$ cat config.mk
export PLATFORM = sky130hd
export DESIGN_NAME = tlb_test_access_port
export DESIGN_NICKNAME = d
export VERILOG_FILES = /design/src/tlb_test_pkg.sv /design/src/tlb_mem_if.sv /design/src/tlb_entry_mem.sv /design/src/tlb_test_access_port.sv
export SDC_FILE = /design/constraint.sdc
export NUM_CORES = 2
export LEC_CHECK = 0
export BUFFER_PORTS_ARGS = -buffer_cell sky130_fd_sc_hd__buf_2
export CORE_MARGIN = 2
export CORE_UTILIZATION = 25
export DETAILED_ROUTE_END_ITERATION = 6
export GPL_TIMING_DRIVEN = 0
export REMOVE_ABC_BUFFERS = 1
export SYNTH_ARGS = -nofsm -noshare
export SYNTH_HDL_FRONTEND = slang
export SYNTH_HIERARCHICAL = 1
export SYNTH_SLANG_ARGS = --single-unit
$ cat constraint.sdc
create_clock -name aclk -period 3.8 [get_ports aclk]
set_clock_uncertainty 0.15 [all_clocks]
set_input_delay 0.38 -clock aclk [delete_from_list [all_inputs] [get_ports aclk]]
set_output_delay 0.38 -clock aclk [all_outputs]
set_load 0.005 [all_outputs]
$ cat src/tlb_test_pkg.sv
// Constants, register layout and types for the TLB test access block.
// Shared by the controller, the entry memory and their carrier interface.
package tlb_test_pkg;

    // Register map on the AXI4-Lite slave, byte addresses
    localparam int ADDR_W = 5;
    localparam logic [ADDR_W-1:0] OFF_CMD = 5'h00;
    localparam logic [ADDR_W-1:0] OFF_DATA = 5'h04;
    localparam logic [ADDR_W-1:0] OFF_PBASE = 5'h08;
    localparam logic [ADDR_W-1:0] OFF_MCTL = 5'h0c;
    localparam logic [ADDR_W-1:0] ADDR_MASK = 5'h1c;

    localparam logic [31:0] CMD_RST = 32'h0000_0000;
    localparam logic [31:0] DATA_RST = 32'h0000_0000;
    localparam logic [31:0] PBASE_RST = 32'h0000_0000;
    localparam logic [31:0] MCTL_RST = 32'h0000_0000;

    // Command register fields
    localparam int CMD_C = 0;
    localparam int CMD_WN = 5;
    localparam int CMD_W = 6;
    localparam int CMD_UN = 7;
    localparam int CMD_U = 8;
    localparam int CMD_DN = 9;
    localparam int CMD_D = 10;
    localparam int CMD_V = 11;
    localparam int LIN_LSB = 12;
    localparam int SET_LSB = 12;
    localparam int TAG_LSB = 15;

    // Data register fields
    localparam int DAT_REP_LSB = 2;
    localparam int DAT_PL = 4;
    localparam int PHYS_LSB = 12;

    // Machine control register field
    localparam int MCTL_PG = 31;

    // TLB geometry: four associative blocks of eight sets
    localparam int WAYS = 4;
    localparam int SETS = 8;
    localparam int WAY_W = 2;
    localparam int SET_W = 3;
    localparam int TAG_W = 17;
    localparam int PHYS_W = 20;

    localparam logic [1:0] RESP_OKAY = 2'h0;
    localparam logic [1:0] RESP_DECERR = 2'h3;
    localparam logic [WAY_W-1:0] WAY_ONE = 2'h1;
    localparam logic [2:0] CNT_ONE = 3'h1;

    typedef struct packed {
        logic valid;
        logic [TAG_W-1:0] tag;
        logic [PHYS_W-1:0] phys;
        logic dirty;
        logic user;
        logic writable;
    } entry_t;

    typedef enum logic [5:0] {
        S_IDLE = 6'b000001,
        S_TLB_WR = 6'b000010,
        S_LK_RD = 6'b000100,
        S_LK_CMP = 6'b001000,
        S_BRESP = 6'b010000,
        S_RRESP = 6'b100000
    } state_t;

endpackage
$ cat src/tlb_mem_if.sv
// Carrier between the controller and the TLB entry memory.
// Assumes one clock; the controller drives requests, the memory answers.
`timescale 1ns/100ps
interface tlb_mem_if;
    import tlb_test_pkg::*;
    logic clr_all;
    logic wr_en;
    logic [SET_W-1:0] wr_set;
    logic [WAY_W-1:0] wr_way;
    entry_t wr_entry;
    logic rd_en;
    logic [SET_W-1:0] rd_set;
    entry_t [WAYS-1:0] rd_ways;

    modport ctrl (output clr_all, wr_en, wr_set, wr_way, wr_entry, rd_en, rd_set, input rd_ways);
    modport mem (input clr_all, wr_en, wr_set, wr_way, wr_entry, rd_en, rd_set, output rd_ways);
endinterface

$ cat src/tlb_entry_mem.sv
// Entry store of the TLB: sets of four ways, registered set read.
// Assumes one clock, synchronous active-low reset and a shared clock enable.
`timescale 1ns/100ps
module tlb_entry_mem
    import tlb_test_pkg::*;
(
    // Clock and reset
    input wire logic aclk,
    input wire logic aresetn,
    input wire logic ce,
    // Controller side
    tlb_mem_if.mem m
);

    typedef struct packed {
        entry_t [SETS-1:0][WAYS-1:0] arr;
        entry_t [WAYS-1:0] rd;
    } mem_t;

    mem_t q;
    mem_t d;

    always_comb begin
        d = q;
        // Clear of all valid bits; a same-cycle entry write still lands
        if (m.clr_all) begin
            for (int s = 0; s < SETS; s++) begin
                for (int w = 0; w < WAYS; w++) begin
                    d.arr[s][w].valid = 1'b0;
                end
            end
        end
        if (m.wr_en) begin
            d.arr[m.wr_set][m.wr_way] = m.wr_entry;
        end
        if (m.rd_en) begin
            d.rd = q.arr[m.rd_set];
        end
    end

    always_ff @(posedge aclk) begin
        if (!aresetn) begin
            q <= '0;
        end else if (ce) begin
            q <= d;
        end
    end

    assign m.rd_ways = q.rd;

endmodule

$ cat src/tlb_test_access_port.sv
// TLB test access controller with an AXI4-Lite register slave.
// Assumes one clock aclk, synchronous active-low reset and a clock enable.
// How it works
// - A command write with the command bit low writes one TLB entry at once while translation is off.
// - A command write with the command bit high starts an associative lookup at once while translation is off.
// - A test write tags the entry with the command linear address and fills the rest from both registers.
// - A lookup compares the tag against every way and loads the fields only on a single match.
// - The physical address field feeds a written entry and receives the matched entry's address.
// - With the hit flag set the block choice field picks the way, else the replacement pointer does.
// - After a lookup the hit flag is one on a hit and zero on a miss.
// - Each entry has a valid bit and any write to the page base register clears them all.
// - Attribute pairs 00 miss all, 01 match clear, 10 match set and 11 match either.
// - On a write a pair 01 stores zero and 10 stores one; other pairs store the true bit.
//
// Decided for this implementation: the AXI4-Lite register port and the placing of the registers.
`timescale 1ns/100ps
module tlb_test_access_port
    import tlb_test_pkg::*;
(
    // Clock, reset, enable
    input wire logic aclk,
    input wire logic aresetn,
    input wire logic ce,
    // Write address channel
    input wire logic awvalid,
    output logic awready,
    input wire logic [ADDR_W-1:0] awaddr,
    input wire logic [2:0] awprot,
    // Write data channel
    input wire logic wvalid,
    output logic wready,
    input wire logic [31:0] wdata,
    input wire logic [3:0] wstrb,
    // Write response channel
    output logic bvalid,
    input wire logic bready,
    output logic [1:0] bresp,
    // Read address channel
    input wire logic arvalid,
    output logic arready,
    input wire logic [ADDR_W-1:0] araddr,
    input wire logic [2:0] arprot,
    // Read data channel
    output logic rvalid,
    input wire logic rready,
    output logic [31:0] rdata,
    output logic [1:0] rresp
);

    typedef struct packed {
        state_t st;
        logic [31:0] cmd;
        logic [31:0] data;
        logic [31:0] pbase;
        logic [31:0] mctl;
        logic [WAY_W-1:0] repl;
        logic [1:0] bresp;
        logic [31:0] rdata;
        logic [1:0] rresp;
    } regs_t;

    regs_t q;
    regs_t d;
    tlb_mem_if m ();

    function automatic logic [31:0] merge(input logic [31:0] old, input logic [31:0] nw, input logic [3:0] be);
        logic [31:0] r;
        r = old;
        for (int i = 0; i < 4; i++) begin
            if (be[i]) begin
                r[i*8 +: 8] = nw[i*8 +: 8];
            end
        end
        return r;
    endfunction

    // Pair match: 00 never, 01 when clear, 10 when set, 11 always
    function automatic logic attr_match(input logic t, input logic c, input logic x);
        return x ? t : c;
    endfunction

    tlb_entry_mem u_mem (
        .aclk(aclk),
        .aresetn(aresetn),
        .ce(ce),
        .m(m.mem)
    );

    logic wr_hs;
    logic rd_hs;
    logic [ADDR_W-1:0] wr_off;
    logic [31:0] cmd_new;
    logic [WAYS-1:0] hit_vec;
    logic [2:0] hit_cnt;
    logic [WAY_W-1:0] hit_way;
    logic hit_one;
    entry_t hit_ent;

    assign wr_hs = ce && q.st == S_IDLE && awvalid && wvalid;
    assign rd_hs = ce && q.st == S_IDLE && arvalid && !(awvalid && wvalid);
    assign wr_off = awaddr & ADDR_MASK;
    assign cmd_new = merge(q.cmd, wdata, wstrb);
    assign awready = wr_hs;
    assign wready = wr_hs;
    assign arready = rd_hs;
    assign bvalid = q.st == S_BRESP;
    assign bresp = q.bresp;
    assign rvalid = q.st == S_RRESP;
    assign rdata = q.rdata;
    assign rresp = q.rresp;

    // Associative compare of the set read for a lookup
    always_comb begin
        hit_vec = '0;
        hit_cnt = '0;
        hit_way = '0;
        hit_ent = m.rd_ways[0];
        for (int w = 0; w < WAYS; w++) begin
            hit_vec[w] = m.rd_ways[w].valid == q.cmd[CMD_V]
                && m.rd_ways[w].tag == q.cmd[31:TAG_LSB]
                && attr_match(q.cmd[CMD_D], q.cmd[CMD_DN], m.rd_ways[w].dirty)
                && attr_match(q.cmd[CMD_U], q.cmd[CMD_UN], m.rd_ways[w].user)
                && attr_match(q.cmd[CMD_W], q.cmd[CMD_WN], m.rd_ways[w].writable);
            if (hit_vec[w]) begin
                hit_cnt = hit_cnt + CNT_ONE;
                hit_way = WAY_W'(w);
                hit_ent = m.rd_ways[w];
            end
        end
        hit_one = hit_cnt == CNT_ONE;
    end

    always_comb begin
        d = q;
        m.clr_all = 1'b0;
        m.wr_en = 1'b0;
        m.wr_set = q.cmd[SET_LSB +: SET_W];
        m.wr_way = q.repl;
        m.wr_entry = '0;
        m.rd_en = 1'b0;
        m.rd_set = q.cmd[SET_LSB +: SET_W];
        unique case (q.st)
            S_IDLE: begin
                if (wr_hs) begin
                    d.bresp = RESP_OKAY;
                    d.st = S_BRESP;
                    unique case (wr_off)
                        OFF_CMD: begin
                            d.cmd = cmd_new;
                            // Test hardware acts only while translation is off
                            if (!q.mctl[MCTL_PG]) begin
                                d.st = cmd_new[CMD_C] ? S_LK_RD : S_TLB_WR;
                            end
                        end
                        OFF_DATA: d.data = merge(q.data, wdata, wstrb);
                        OFF_PBASE: begin
                            d.pbase = merge(q.pbase, wdata, wstrb);
                            m.clr_all = 1'b1;
                        end
                        OFF_MCTL: d.mctl = merge(q.mctl, wdata, wstrb);
                        default: d.bresp = RESP_DECERR;
                    endcase
                end else if (rd_hs) begin
                    d.rresp = RESP_OKAY;
                    d.st = S_RRESP;
                    unique case (araddr & ADDR_MASK)
                        OFF_CMD: d.rdata = q.cmd;
                        OFF_DATA: d.rdata = q.data;
                        OFF_PBASE: d.rdata = q.pbase;
                        OFF_MCTL: d.rdata = q.mctl;
                        default: begin
                            d.rdata = '0;
                            d.rresp = RESP_DECERR;
                        end
                    endcase
                end
            end
            S_TLB_WR: begin
                m.wr_en = 1'b1;
                m.wr_way = q.data[DAT_PL] ? q.data[DAT_REP_LSB +: WAY_W] : q.repl;
                m.wr_entry.valid = q.cmd[CMD_V];
                m.wr_entry.tag = q.cmd[31:TAG_LSB];
                m.wr_entry.phys = q.data[31:PHYS_LSB];
                m.wr_entry.dirty = q.cmd[CMD_D];
                m.wr_entry.user = q.cmd[CMD_U];
                m.wr_entry.writable = q.cmd[CMD_W];
                if (!q.data[DAT_PL]) begin
                    d.repl = q.repl + WAY_ONE;
                end
                d.st = S_BRESP;
            end
            S_LK_RD: begin
                m.rd_en = 1'b1;
                d.st = S_LK_CMP;
            end
            S_LK_CMP: begin
                d.data[DAT_PL] = hit_one;
                if (hit_one) begin
                    d.data[31:PHYS_LSB] = hit_ent.phys;
                    d.data[DAT_REP_LSB +: WAY_W] = hit_way;
                    d.cmd[CMD_V] = hit_ent.valid;
                    d.cmd[CMD_D] = hit_ent.dirty;
                    d.cmd[CMD_DN] = !hit_ent.dirty;
                    d.cmd[CMD_U] = hit_ent.user;
                    d.cmd[CMD_UN] = !hit_ent.user;
                    d.cmd[CMD_W] = hit_ent.writable;
                    d.cmd[CMD_WN] = !hit_ent.writable;
                end
                d.st = S_BRESP;
            end
            S_BRESP: begin
                if (bready) begin
                    d.st = S_IDLE;
                end
            end
            S_RRESP: begin
                if (rready) begin
                    d.st = S_IDLE;
                end
            end
            default: d.st = S_IDLE;
        endcase
    end

    always_ff @(posedge aclk) begin
        if (!aresetn) begin
            q.st <= S_IDLE;
            q.cmd <= CMD_RST;
            q.data <= DATA_RST;
            q.pbase <= PBASE_RST;
            q.mctl <= MCTL_RST;
            q.repl <= '0;
            q.bresp <= RESP_OKAY;
            q.rdata <= '0;
            q.rresp <= RESP_OKAY;
        end else if (ce) begin
            q <= d;
        end
    end
endmodule

== Word-level counts from Yosys, hierarchy flattened ==
Index checks and enable logic that the tools add are counted.

* Register bits after elaboration: 1648
* Latch bits: 0
* Bits in writable memories: 0
* Memory bits (read-only): 0
* Word-level logic and storage cells: 454
* Memories: 0

* $add $sub $neg: 4
* $mul: 0
* Divide/modulo/power cells: 0
* $lt $le $gt $ge: 4
* Eq/ne operators: 32
* Shift-type cells: 0
* Multiplexer cells: 107
* Bitwise gates (word level): 2
* Reductions and logical operators: 62

{| class="wikitable"
|+ Operator list
! kind !! count
|-
| bitwise mux 1312 bit || 1
|-
| two-way mux 1312 bit || 1
|-
| binary-select mux 164 bit (select 3 bit) || 1
|-
| demux 164 bit (select 3 bit) || 1
|-
| two-way mux 164 bit || 2
|-
| two-way mux 41 bit || 5
|-
| two-way mux 8 bit || 16
|-
| one-hot mux 32 bit (4 select lines) || 1
|-
| two-way mux 108 bit || 1
|-
| two-way mux 32 bit || 3
|-
| demux 41 bit (select 2 bit) || 1
|-
| AND reduction 5 bit || 15
|-
| equality test 17 bit || 4
|-
| two-way mux 1 bit || 51
|-
| one-hot mux 20 bit (2 select lines) || 1
|-
| two-way mux 37 bit || 1
|-
| AND reduction 6 bit || 6
|-
| one-hot mux 6 bit (5 select lines) || 1
|-
| logical AND 1 bit || 24
|-
| two-way mux 6 bit || 4
|-
| two-way mux 20 bit || 1
|-
| two-way mux 2 bit || 7
|-
| one-hot mux 7 bit (2 select lines) || 1
|-
| equality test 3 x 2 -> 1 bit, second input constant || 4
|-
| 30 further kinds || 58
|}

== Depth between registers and ports, before layout ==
* Depth in word-level cells: 15
* Depth in mapped cells: 18
* Mapped depth without buffers: 16

== Modules after synthesis ==
Netlist, hierarchy kept.

{| class="wikitable"
|+ By module, submodules not included
! module !! instances !! cells an instance !! area each (µm²) !! sequential area each (µm²)
|-
| tlb_entry_mem || 1 || 7893 || 65544.1 || 29548.3
|-
| tlb_test_access_port || 1 || 1184 || 9840.7 || 3403.3
|}

== Worst setup path after synthesis ==
OpenSTA, ideal clock, no wires.

* Path type: register to register
* From: reg q[163] (netlist name)
* To: reg q[124] (netlist name)
* Library setup time: 0.070 ns
* Arrival time: 3.472 ns
* Setup slack: 0.109 ns
* Cell stages (with the launch flop): 16
* Path buffers: 2
* Period minus slack after synthesis: 3.691 ns
* Cells stage by stage: dfxtp_1 buf_2 xor2_1 nor4_1 nand3_1 or4_1 ha_1 xnor2_1 ha_1 xor2_1 or3_1 o2111ai_2 nor3b_2 buf_6 o21ai_1 a21oi_1

* Word-level cells in the longest chain between the ends: 15
* Elaborated cells on any way between the ends: 35
* Those cells by class: add/sub: 3; eq/ne: 6; mux: 9; reduce/logical: 17

{| class="wikitable"
|+ RTL lines
! item !! line !! RTL
|-
| start: declaration || tlb_test_access_port.sv:62 || <nowiki>regs_t q;</nowiki>
|-
| equality test 17 bit || tlb_test_access_port.sv:120 || <nowiki>&& m.rd_ways[w].tag == q.cmd[31:TAG_LSB]</nowiki>
|-
| logical AND 1 bit || tlb_test_access_port.sv:120 ||
|-
| logical AND 1 bit || tlb_test_access_port.sv:121 || <nowiki>&& attr_match(q.cmd[CMD_D], q.cmd[CMD_DN], m.rd_ways[w].dirty)</nowiki>
|-
| logical AND 1 bit || tlb_test_access_port.sv:122 || <nowiki>&& attr_match(q.cmd[CMD_U], q.cmd[CMD_UN], m.rd_ways[w].user)</nowiki>
|-
| logical AND 1 bit || tlb_test_access_port.sv:123 || <nowiki>&& attr_match(q.cmd[CMD_W], q.cmd[CMD_WN], m.rd_ways[w].writable);</nowiki>
|-
| two-way mux 1 bit || tlb_test_access_port.sv:124 || <nowiki>if (hit_vec[w]) begin</nowiki>
|-
| adder 3 x 1 -> 3 bit || tlb_test_access_port.sv:125 || <nowiki>hit_cnt = hit_cnt + CNT_ONE;</nowiki>
|-
| two-way mux 3 bit || tlb_test_access_port.sv:124 ||
|-
| adder 3 x 1 -> 3 bit || tlb_test_access_port.sv:125 ||
|-
| two-way mux 3 bit || tlb_test_access_port.sv:124 ||
|-
| adder 3 x 1 -> 3 bit || tlb_test_access_port.sv:125 ||
|-
| two-way mux 3 bit || tlb_test_access_port.sv:124 ||
|-
| equality test 3 x 1 -> 1 bit || tlb_test_access_port.sv:130 || <nowiki>hit_one = hit_cnt == CNT_ONE;</nowiki>
|-
| inequality test 2 bit (no line) || -- ||
|-
| AND reduction 6 bit (no line) || -- ||
|}

Several ways; a longest one is shown, not always the timed one. The select of a mux whose other input is x is not followed.
A chain may end at the register's enable or synchronous reset.

==> qor.yml <==
dpl-instance-area_um2: 79430
die_w_um: 553.1
clkTransAtPathRegs_ns: 0.06
cts_tree: "done"
finalCritPeriodShare: 1.072
cts_inserted_buffers: 178
layout_setup_ws_ns: -0.2725
drt_iter0_drc: 7062
syn_area_um2: 75380
root_buffer: "clkbuf_16"
ys_warn_count: 6
hold_path_class: "input pin to flip-flop"
core_um2: 300000
synth-edff-count: 0
p_per_area_nw_per_um2: 413.0
worst_slew_pin_slew_ns: 1.402
drt_wl_total_mm: 274.8
maxCapViolCount: 0
arrival_ns: 4.61
dr.pass1.iters: 7
die_area_um2: 305900
wl_per_cell_um: 21.58
track_usage: 0.1709
syn_area_per_cell_um2: 8.305
clock_latency_ns: 0.84
vias: 64720
p_leak_nw: 27.75
syn_to_final_growth_pct: 16.73
dp_hpwl_mm: 159.1
die_h_um: 553.1
start_kind: "flip-flop"
cts_sinks: 1646
final_util: 0.2933
outcome: "finished, violations left"
via_per_inst: 5.081
cts.htree.levels: 4
fin_nets: 8690
dp.cells: 12230
synth_cells: 9077
rows: 201
drive_above_1_share: 0.1021
cp_max_fo: 24
period_minus_slack_ns: 4.072
yosysUniqueCellTypes: 76
slew-limit-headroom: 0.06553
cts_max_path_buffers: 3
final_cell_count_no_fill: 12740
critPathKind: "flip-flop to flip-flop"
vdd_drop_max_mv: 0.4885
place_congestion: 0.8102
yosysTopAreaCell: "dfxtp_1"
grt_max_degree: 188
ys_seq_elements: 1646
antenna_found_initial: 21
finalSetupViolations: 151
ioPinCount: 101
numPortBuffers: 90
rsz0062_at_grt: "true"
fin_area_um2: 88000
grt-ovfl-total: 0
synth_top_area_frac: 0.4371
drc: 4
violations: "DRC, setup timing"
synth.area.top_cells: "dfxtp_1 (44%), nand2_1 (14%), mux2i_1 (9.6%)"
crit_required_ns: 4.34
postRouteAntennaNets: 0
fmax_mhz: 245.6
end_kind: "flip-flop"
yosysSeqAreaShare: 0.4371
grt_pass1_vias: 59930
grt_pass1_wl_mm: 401.8
ys.flop_type: "dfxtp_1"
maxSlewViolCount: 0
power_mw: 36.35
async_flop_share: 0
hold_viol: 0
start_util: 0.2513
==> cell usage in the layout, fill, tap and decap left out, types with 62 or more instances in the layout <==
master and count:
nor2_1 277, mux2i_1 722, a21boi_0 662, a21oi_1 251
a21boi_1 650, nand2_1 2678, nand3_1 78, clkbuf_16 183
clkbuf_8 62, o21ai_0 173, buf_4 84, dfxtp_1 1614
buf_2 89, a22oi_1 405, buf_12 95
==> synthesized netlist by cell type, drive strengths merged, types with 9 or more instances <==
library cell / count
a21boi: 1312
a21oi: 256
a221oi: 11
a22oi: 405
a311oi: 33
and2: 51
buf: 514
clkbuf: 528
dfxtp: 1646
inv: 9
mux2: 15
mux2i: 724
nand2: 2716
nand3: 81
nand4: 20
nor2: 316
nor3: 16
nor3b: 13
nor4: 18
o211ai: 19
o21ai: 191
xnor2: 35
xor2: 41
==> critical path: stages (launching register included) <==
cell and delay, ns:
dfxtp_1 0.37, or4_1 0.64, nor2_4 0.14, nand2_1 0.09
mux2_2 0.59, and4b_2 0.76, nand2_2 0.58, buf_12 0.39
nand2_1 0.09, a21boi_0 0.09
==> metrics by stage <==
stage / setup TNS (ns) / setup WS, ns / hold slack [ns]
floorplan: - / -22.49 / 0.2844
global placement: - / -37.38 / 0.2863
detailed placement: -1144.56 / -1.870 / 0.2940
CTS: -12.69 / -0.2016 / 0.01208
global route: -30.15 / -0.3489 / 0.08827
finish: -18.52 / -0.2725 / 0.07062
==> report_power, final <==
part | internal [mW] | switching, mW
logic | 0.434 | 0.640
registers | 17.3 | 0.0503
clock network | 10.5 | 7.46
==> cell type report <==
| cell class | instances | area, µm² |
|---|---|---|
| diodes | 7 | 17.52 |
| multi-input cells | 6391 | 38640 |
| clock buffers | 281 | 5547 |
| flip-flops and latches | 1646 | 33040 |
| repair buffers | 400 | 5251 |
| inverters | 10 | 50.05 |
| clock inverters | 44 | 493.0 |
| well taps | 3958 | 4952 |
| fillers | 31370 | 212000 |
==> path summary, 6_finish.rpt <==
path,from,endpoint,slack (ns),depth (start not counted)
setup / recovery,q[170],flip-flop,-0.27,9
hold / removal,rready,q[170],0.07,6
setup reg to reg,q[170],flip-flop,-0.27,9
hold reg to reg,flip-flop,flip-flop,0.30,2
==> routing by layer <==
| metal | GRT usage | share of wire |
|---|---|---|
| met3 | 0.03045 | 0.085 |
| met4 | 0.07451 | 0.043 |
| met5 | 0 | 0.00012 |
| met1 | 0.2313 | 0.43 |
| met2 | 0.2644 | 0.44 |
==> repair_timing <==
action,CTS,global route
hold buffers,56,0
hold endpoints to repair,246,0
setup endpoints to repair,1408,791
cloned,10,4
setup buffers,73,30
pin swaps,49,21
resized for setup,163,50
==> cells by family after synthesis <==
kind of cell,share of synthesized area
AOI/OAI and AO/OA,0.2134
xor gates and xnor gates,0.008830
adders and majority gates,0.0004980
buffers and inverters,0.06790
DFF,0.4371
muxes,0.09837
and+or+nand+nor,0.1739
No activity file was read; power rests on OpenSTA's default activity.
